`src/core/drai_pkg.sv`:
```
// constants, register map and carriers for the ds3 receive alarm interrupt block
// Functional notes
// (RL1) far-end-fail declare or clear, when enabled, sets status flag bit 3.
// (RL2) any enabled receive event drives the interrupt request output high.
// (RL3) read-only live state register at 0x11 shows far-end-fail and app-id bit.
// (RL4) host reads live far-end-fail state after its change interrupt.
// (RL5) enabled app-id change interrupt fires on every app-id bit value change; the first valid frame after reset only seeds the bit.
// (RL6) app-id change interrupt enabled by bit 2 of enable register 0x12.
// (RL7) enable bit 1 enables its interrupt, 0 disables it.
// (RL8) host polls app-id bit until steady, then picks framing format.
// (RL9) enabled parity error interrupt fires on each p-bit parity error.
// (RL10) parity error interrupt enabled by bit 0 of the enable register.
// (RL11) parity error sets status flag bit 0 of status register 0x13.
// (RL12) host reads parity error counter after a parity error interrupt.
// (RL13) far-end-fail change interrupt enabled by bit 3 of the enable register.
// (RL14) far-end-fail declared on frames with both x bits 0, cleared otherwise.
// (RL15) flags hold until status read; read returns and clears; irq follows flags.
// (RL16) app-id change sets status flag bit 2, not bit 3.
package drai_pkg;

   // =========================================================================
   // bus geometry
   localparam int ADDR_W = 8;
   localparam int DATA_W = 8;

   // =========================================================================
   // register offsets
   localparam logic [7:0] OFS_LIVE_STATE = 8'h11;
   localparam logic [7:0] OFS_INT_ENABLE = 8'h12;
   localparam logic [7:0] OFS_INT_FLAGS = 8'h13;

   // =========================================================================
   // field positions
   localparam int BIT_PBIT_ERR = 0;
   localparam int BIT_APP_ID_CHG = 2;
   localparam int BIT_FEF_CHG = 3;
   localparam int BIT_LIVE_APP_ID = 3;
   localparam int BIT_LIVE_FEF = 4;

   // =========================================================================
   // reset values and masks
   localparam logic [7:0] RST_INT_ENABLE = 8'h00;
   localparam logic [7:0] RST_INT_FLAGS = 8'h00;
   localparam logic [7:0] RST_RDATA = 8'h00;
   localparam logic [7:0] FLAG_MASK = 8'h0D;
   localparam logic [1:0] X_BITS_FAIL = 2'h0;

   // =========================================================================
   // carriers
   typedef struct packed {
      logic frame_valid;
      logic [1:0] x_bits;
      logic app_id_bit;
      logic pbit_error;
   } drai_frame_t;

   typedef struct packed {
      logic fef_change;
      logic app_id_change;
      logic pbit_error;
      logic far_end_fail_state;
      logic app_id_bit_state;
   } drai_event_t;

endpackage

```
`src/core/drai_top.sv`:
```
// receive alarm interrupt registers, flags and request output
`timescale 1ns/10ps
`default_nettype none
module drai_top (
   // clock and reset
   input wire logic i_clock,
   input wire logic i_rst_n,
   input wire logic i_clk_en,
   // register port
   input wire logic [drai_pkg::ADDR_W-1:0] i_addr,
   input wire logic [drai_pkg::DATA_W-1:0] i_wdata,
   input wire logic i_wr,
   input wire logic i_rd,
   output logic [drai_pkg::DATA_W-1:0] o_rdata,
   // receive framer overhead
   input wire drai_pkg::drai_frame_t i_frame,
   // interrupt request, active high
   output logic o_irq
);
   import drai_pkg::*;

   drai_event_t evt;
   logic [7:0] enable_q;
   logic [7:0] enable_d;
   logic [7:0] flags_q;
   logic [7:0] flags_d;
   logic [7:0] flag_set;
   logic [7:0] live_state;
   logic [7:0] rdata_q;
   logic irq_q;
   logic flags_read;

   function automatic logic hit(input logic [7:0] addr, input logic [7:0] ofs);
      hit = (addr == ofs);
   endfunction

   // =========================================================================
   // detectors
   drai_frame_detect u_detect (
      .i_clock(i_clock),
      .i_rst_n(i_rst_n),
      .i_clk_en(i_clk_en),
      .i_frame(i_frame),
      .o_event(evt)
   );

   // =========================================================================
   // enable register; unused enable bits are kept for read-back only
   always_comb begin
      enable_d = enable_q;
      if (i_wr && hit(i_addr, OFS_INT_ENABLE)) begin
         enable_d = i_wdata;
      end
   end

   always_ff @(posedge i_clock or negedge i_rst_n) begin
      if (!i_rst_n) begin
         enable_q <= RST_INT_ENABLE;
      end else if (i_clk_en) begin
         enable_q <= enable_d;
      end
   end

   // =========================================================================
   // sticky flags, set wins over the clearing read
   always_comb begin
      flag_set = 8'h00;
      flag_set[BIT_FEF_CHG] = evt.fef_change && enable_q[BIT_FEF_CHG]; // RL1 RL13 RL7
      flag_set[BIT_APP_ID_CHG] = evt.app_id_change && enable_q[BIT_APP_ID_CHG]; // RL6 RL16
      flag_set[BIT_PBIT_ERR] = evt.pbit_error && enable_q[BIT_PBIT_ERR]; // RL10 RL11
   end

   assign flags_read = i_rd && hit(i_addr, OFS_INT_FLAGS);

   always_comb begin
      flags_d = flags_q;
      if (flags_read) begin
         flags_d = 8'h00; // RL15
      end
      flags_d = (flags_d | flag_set) & FLAG_MASK;
   end

   always_ff @(posedge i_clock or negedge i_rst_n) begin
      if (!i_rst_n) begin
         flags_q <= RST_INT_FLAGS;
      end else if (i_clk_en) begin
         flags_q <= flags_d;
      end
   end

   // =========================================================================
   // interrupt request; disabling an enable also masks a pending flag
   always_ff @(posedge i_clock or negedge i_rst_n) begin
      if (!i_rst_n) begin
         irq_q <= 1'b0;
      end else if (i_clk_en) begin
         irq_q <= |(flags_d & enable_d); // RL2 RL15
      end
   end

   // =========================================================================
   // live state and read data
   always_comb begin
      live_state = 8'h00;
      live_state[BIT_LIVE_FEF] = evt.far_end_fail_state; // RL3
      live_state[BIT_LIVE_APP_ID] = evt.app_id_bit_state; // RL3
   end

   always_ff @(posedge i_clock or negedge i_rst_n) begin
      if (!i_rst_n) begin
         rdata_q <= RST_RDATA;
      end else if (i_clk_en) begin
         rdata_q <= RST_RDATA;
         if (i_rd) begin
            unique case (1'b1)
               hit(i_addr, OFS_LIVE_STATE): rdata_q <= live_state;
               hit(i_addr, OFS_INT_ENABLE): rdata_q <= enable_q;
               hit(i_addr, OFS_INT_FLAGS): rdata_q <= flags_q; // RL15
               default: rdata_q <= RST_RDATA;
            endcase
         end
      end
   end

   assign o_rdata = rdata_q;
   assign o_irq = irq_q;

endmodule
`default_nettype wire

```
`src/core/drai_frame_detect.sv`:
```
// frame-level far-end-fail and app-id bit detectors
`timescale 1ns/10ps
`default_nettype none
module drai_frame_detect (
   // clock and reset
   input wire logic i_clock,
   input wire logic i_rst_n,
   input wire logic i_clk_en,
   // per-frame overhead from the receive framer
   input wire drai_pkg::drai_frame_t i_frame,
   // events and live state
   output drai_pkg::drai_event_t o_event
);
   import drai_pkg::*;

   logic fef_q;
   logic app_id_q;
   logic seen_q;
   logic fef_new;
   drai_event_t event_q;

   // =========================================================================
   // detection
   assign fef_new = (i_frame.x_bits == X_BITS_FAIL); // RL14

   always_ff @(posedge i_clock or negedge i_rst_n) begin
      if (!i_rst_n) begin
         fef_q <= 1'b0;
         app_id_q <= 1'b0;
         seen_q <= 1'b0;
      end else if (i_clk_en && i_frame.frame_valid) begin
         fef_q <= fef_new; // RL14
         app_id_q <= i_frame.app_id_bit;
         seen_q <= 1'b1;
      end
   end

   // =========================================================================
   // event pulses, one cycle each, plus registered live far-end-fail and app-id bit state
   always_ff @(posedge i_clock or negedge i_rst_n) begin
      if (!i_rst_n) begin
         event_q <= '0;
      end else if (i_clk_en) begin
         event_q.fef_change <= i_frame.frame_valid && (fef_new != fef_q); // RL1
         // first frame only seeds the bit, so reset is not reported as a change
         event_q.app_id_change <= i_frame.frame_valid && seen_q &&
                                  (i_frame.app_id_bit != app_id_q); // RL5
         event_q.pbit_error <= i_frame.pbit_error; // RL9
         event_q.far_end_fail_state <= i_frame.frame_valid ? fef_new : fef_q;
         event_q.app_id_bit_state <= i_frame.frame_valid ? i_frame.app_id_bit : app_id_q;
      end
   end

   assign o_event = event_q;

endmodule
`default_nettype wire

```
`config.mk`:
```
export PLATFORM = sky130hd
export DESIGN_NAME = drai_top
export DESIGN_NICKNAME = d
export VERILOG_FILES = /design/src/core/drai_pkg.sv /design/src/core/drai_top.sv /design/src/core/drai_frame_detect.sv
export SDC_FILE = /design/constraint.sdc
export NUM_CORES = 1
export LEC_CHECK = 0
export CORE_MARGIN = 2
export CORE_UTILIZATION = 60
export CTS_CLUSTER_SIZE = 20
export DETAILED_ROUTE_END_ITERATION = 8
export DONT_BUFFER_PORTS = 1
export PLACE_DENSITY = 0.8
export SETUP_SLACK_MARGIN = 0.5
export SLEW_MARGIN = 20
export SYNTH_ARGS = -nofsm -noshare
export SYNTH_HDL_FRONTEND = slang
export SYNTH_HIERARCHICAL = 1
export SYNTH_SLANG_ARGS = --single-unit
```
`constraint.sdc`:
```
create_clock -name i_clock -period 2.5 [get_ports i_clock]
set_clock_uncertainty 0.1 [all_clocks]
set_input_delay 0.5 -clock i_clock [delete_from_list [all_inputs] [get_ports i_clock]]
set_output_delay 0.5 -clock i_clock [all_outputs]
set_load 0.1 [all_outputs]
```
==> qor.yml <==
cts_sinks: 28
num_rows: 17
ant_nets: 0
wl_per_cell_um: 17.98
peakVddDrop_v: 0.0004190
synth_top_family_by_area: "multiplexers"
min_period_over_period: 0.6659
holdBufCountCts: 2
cts_root_buf: "clkbuf_4"
synthMuxAreaShare: 0.1605
synth_cell_types: 33
grt_pass1_wl_um: 4457
routed_wl_um: 2733
holdCritPathClass: "in2reg"
grt_max_degree: 29
postSynth.asyncResetShare: 1.000
synthXorXnorAreaFrac: 0.01269
hold_violations: 0
n_antenna_cell: 0
dieArea_um2: 2700
synth_common_cells: "dfrtp_1 (28), mux2_4 (10), inv_1 (8), a22o_1 (7)"
cp_data_arrival_time_ns: 1.79
ys_top_cells_by_area: "dfrtp_1 (51%), mux2_4 (11%), a22o_1 (4.4%)"
start_kind: "input pin"
fin_tns_setup_ns: 0
synth_most_common_cell: "dfrtp_1"
gp_congestion: 0.8906
maxCapViolCount: 0
area_growth_pct: 11.33
hpwl_um: 1998
synth_fp_nets: 138
wl_met1_um: 1138
dr_wl_met3_um: 138
detail_route.first_pass.iterations: 4
setup_viol: 0
start_util: 0.6299
grt-ovfl-total: 0
synth_area_um2: 1380
die_w_um: 51.96
cts_max_path_buffers: 2
cts.repair.resized: 0
final_util: 0.7013
vias_per_cell: 6.197
synth-edff-count: 0
critPathKind: "in2reg"
core_area_um2: 2191
synthCells: 112
synthFlopType: "dfrtp_1"
htree_num_levels: 1
synth_area_per_cell_um2: 12.32
crit_required_ns: 2.62
top_layer_used: "met4"
clkSlewWorstSetupHoldPaths_ns: 0.14
pin_count: 35
end_kind: "flip-flop"
cts_tree: "done"
yosys_warnings: 6
die_h_um: 51.96
synth-compound-area-share: 0.1233
report.power.total_mw: 0.8821
drc: 0
ys_ff_latch: 28
drtIter0Drc: 21
worst_pin_slew_ns: 0.4451
vias: 942
dr_wl_met2_um: 1406
max_freq_mhz: 600.7
p_per_area_nw_per_um2: 574.1
insertion_delay_ns: 0.32
yosys.area_share.simple: 0.1478
cts_buffers: 3
synth_fa_ha_area_frac: 0
post_cts_buffers: 0
drv_slew: 0
yosys.area.top_type: "dfrtp_1"
path_max_fanout: 10
leakage_nw: 0.7035
min_period_ns: 1.665
grt_pass1_vias: 958
port_buffers: 0
status: "finished, final reports clean"
final_layout_size_suffix_gt1_frac: 0.2581
antenna_found_initial: 0
rsz0062_at_grt: "false"
grt_use_total: 0.2264
final_nets: 151
slew_headroom: 0.7020
synth_top_area_share: 0.5077
synth_seq_area_share: 0.5077
[critical path, cell delays in order]
cell and delay (ns):
nor4b_4 0.25, buf_4 0.20, and3_1 0.22, and3_4 0.30, mux2_4 0.32
[layer usage]
layer,track usage,vias to the layer above
li1,-,432
met1,0.2760,470
met2,0.3840,34
met3,0.04598,6
met4,0.1009,0
met5,0,-
[cells in the final DEF (no fill, tap or decap)]
master	synthesis	layout
mux2i_1	6	6
a21oi_1	2	2
nor2_1	6	6
dfrtp_1	28	28
and2b_1	1	1
buf_12	1	1
nand2_2	1	1
o22ai_1	2	2
inv_1	8	8
o221ai_1	3	3
o2bb2ai_1	2	2
mux2_2	1	1
buf_4	1	10
nand3b_1	1	1
nand4_1	1	1
nor4b_4	1	1
a22o_1	7	7
nor3b_2	1	1
a31oi_1	3	3
and3_4	1	1
a41oi_1	1	1
and3_1	1	1
nand4b_1	3	3
nand2_1	2	2
mux2_4	10	10
nand2b_1	1	1
bufinv_16	0	1
dlygate4sd3_1	0	1
clkbuf_4	0	3
xnor2_1	2	2
o21ai_0	3	3
and3_2	2	2
nand3_1	4	4
and2_1	4	4
[sequential cells by signal, indices dropped and copies added, names as in the netlist]
signal / cells
enable_q: 8
o_rdata: 8
u_detect/o_event: 5
flags_q: 3
o_irq: 1
u_detect/app_id_q: 1
u_detect/fef_q: 1
u_detect/seen_q: 1
[kinds of logic after synthesis]
logic type / after synthesis
compound gates: 23
simple gates: 30
xor+xnor: 2
buf+inv: 12
mux: 17
flops: 28
[power by group]
group / internal (mW) / leakage, nW / switching [mW]
Sequential: 0.478 / 0.371 / 0.0182
Combinational: 0.0473 / 0.305 / 0.0453
Clock: 0.162 / 0.0279 / 0.131
Total: 0.687 / 0.703 / 0.195
[final timing paths]
check                            startpoint                  end  slack (ns)  cells past startpoint
worst min register to register   o_rdata[2]           o_rdata[2]        0.40                      1
worst max register to register  enable_q[2]                o_irq        1.32                      3
worst min-delay path               i_clk_en  u_detect/o_event[0]        0.14                      1
max in group asynchronous           i_rst_n           flags_q[3]        1.65                      2
min in group asynchronous           i_rst_n           flags_q[2]        0.49                      2
worst max-delay path              i_addr[5]          enable_q[2]        0.84                      5
[stage by stage]
step                      area (um2)  instances  hold WS [ns]  setup WS (ns)
after floorplan                 1380        112        0.1044         0.5376
after global placement          1454        146        0.1050         0.5783
after detailed placement        1454        146        0.1053         0.5203
after CTS                       1536        152        0.1311         0.8471
after global routing            1536        152        0.1318         0.7936
final                           1536        152        0.1425         0.8354
[layout make-up]
cell class / instances / area, um2
flip-flops and latches: 28 / 700.7
fillers: 157 / 654.4
multi-input cells: 72 / 613.1
repair buffers: 12 / 105.1
well taps: 28 / 35.03
clock inverters: 1 / 30.03
inverters: 8 / 30.03
clock buffers: 3 / 22.52
Note: power is estimated with default switching activity, not from simulation.
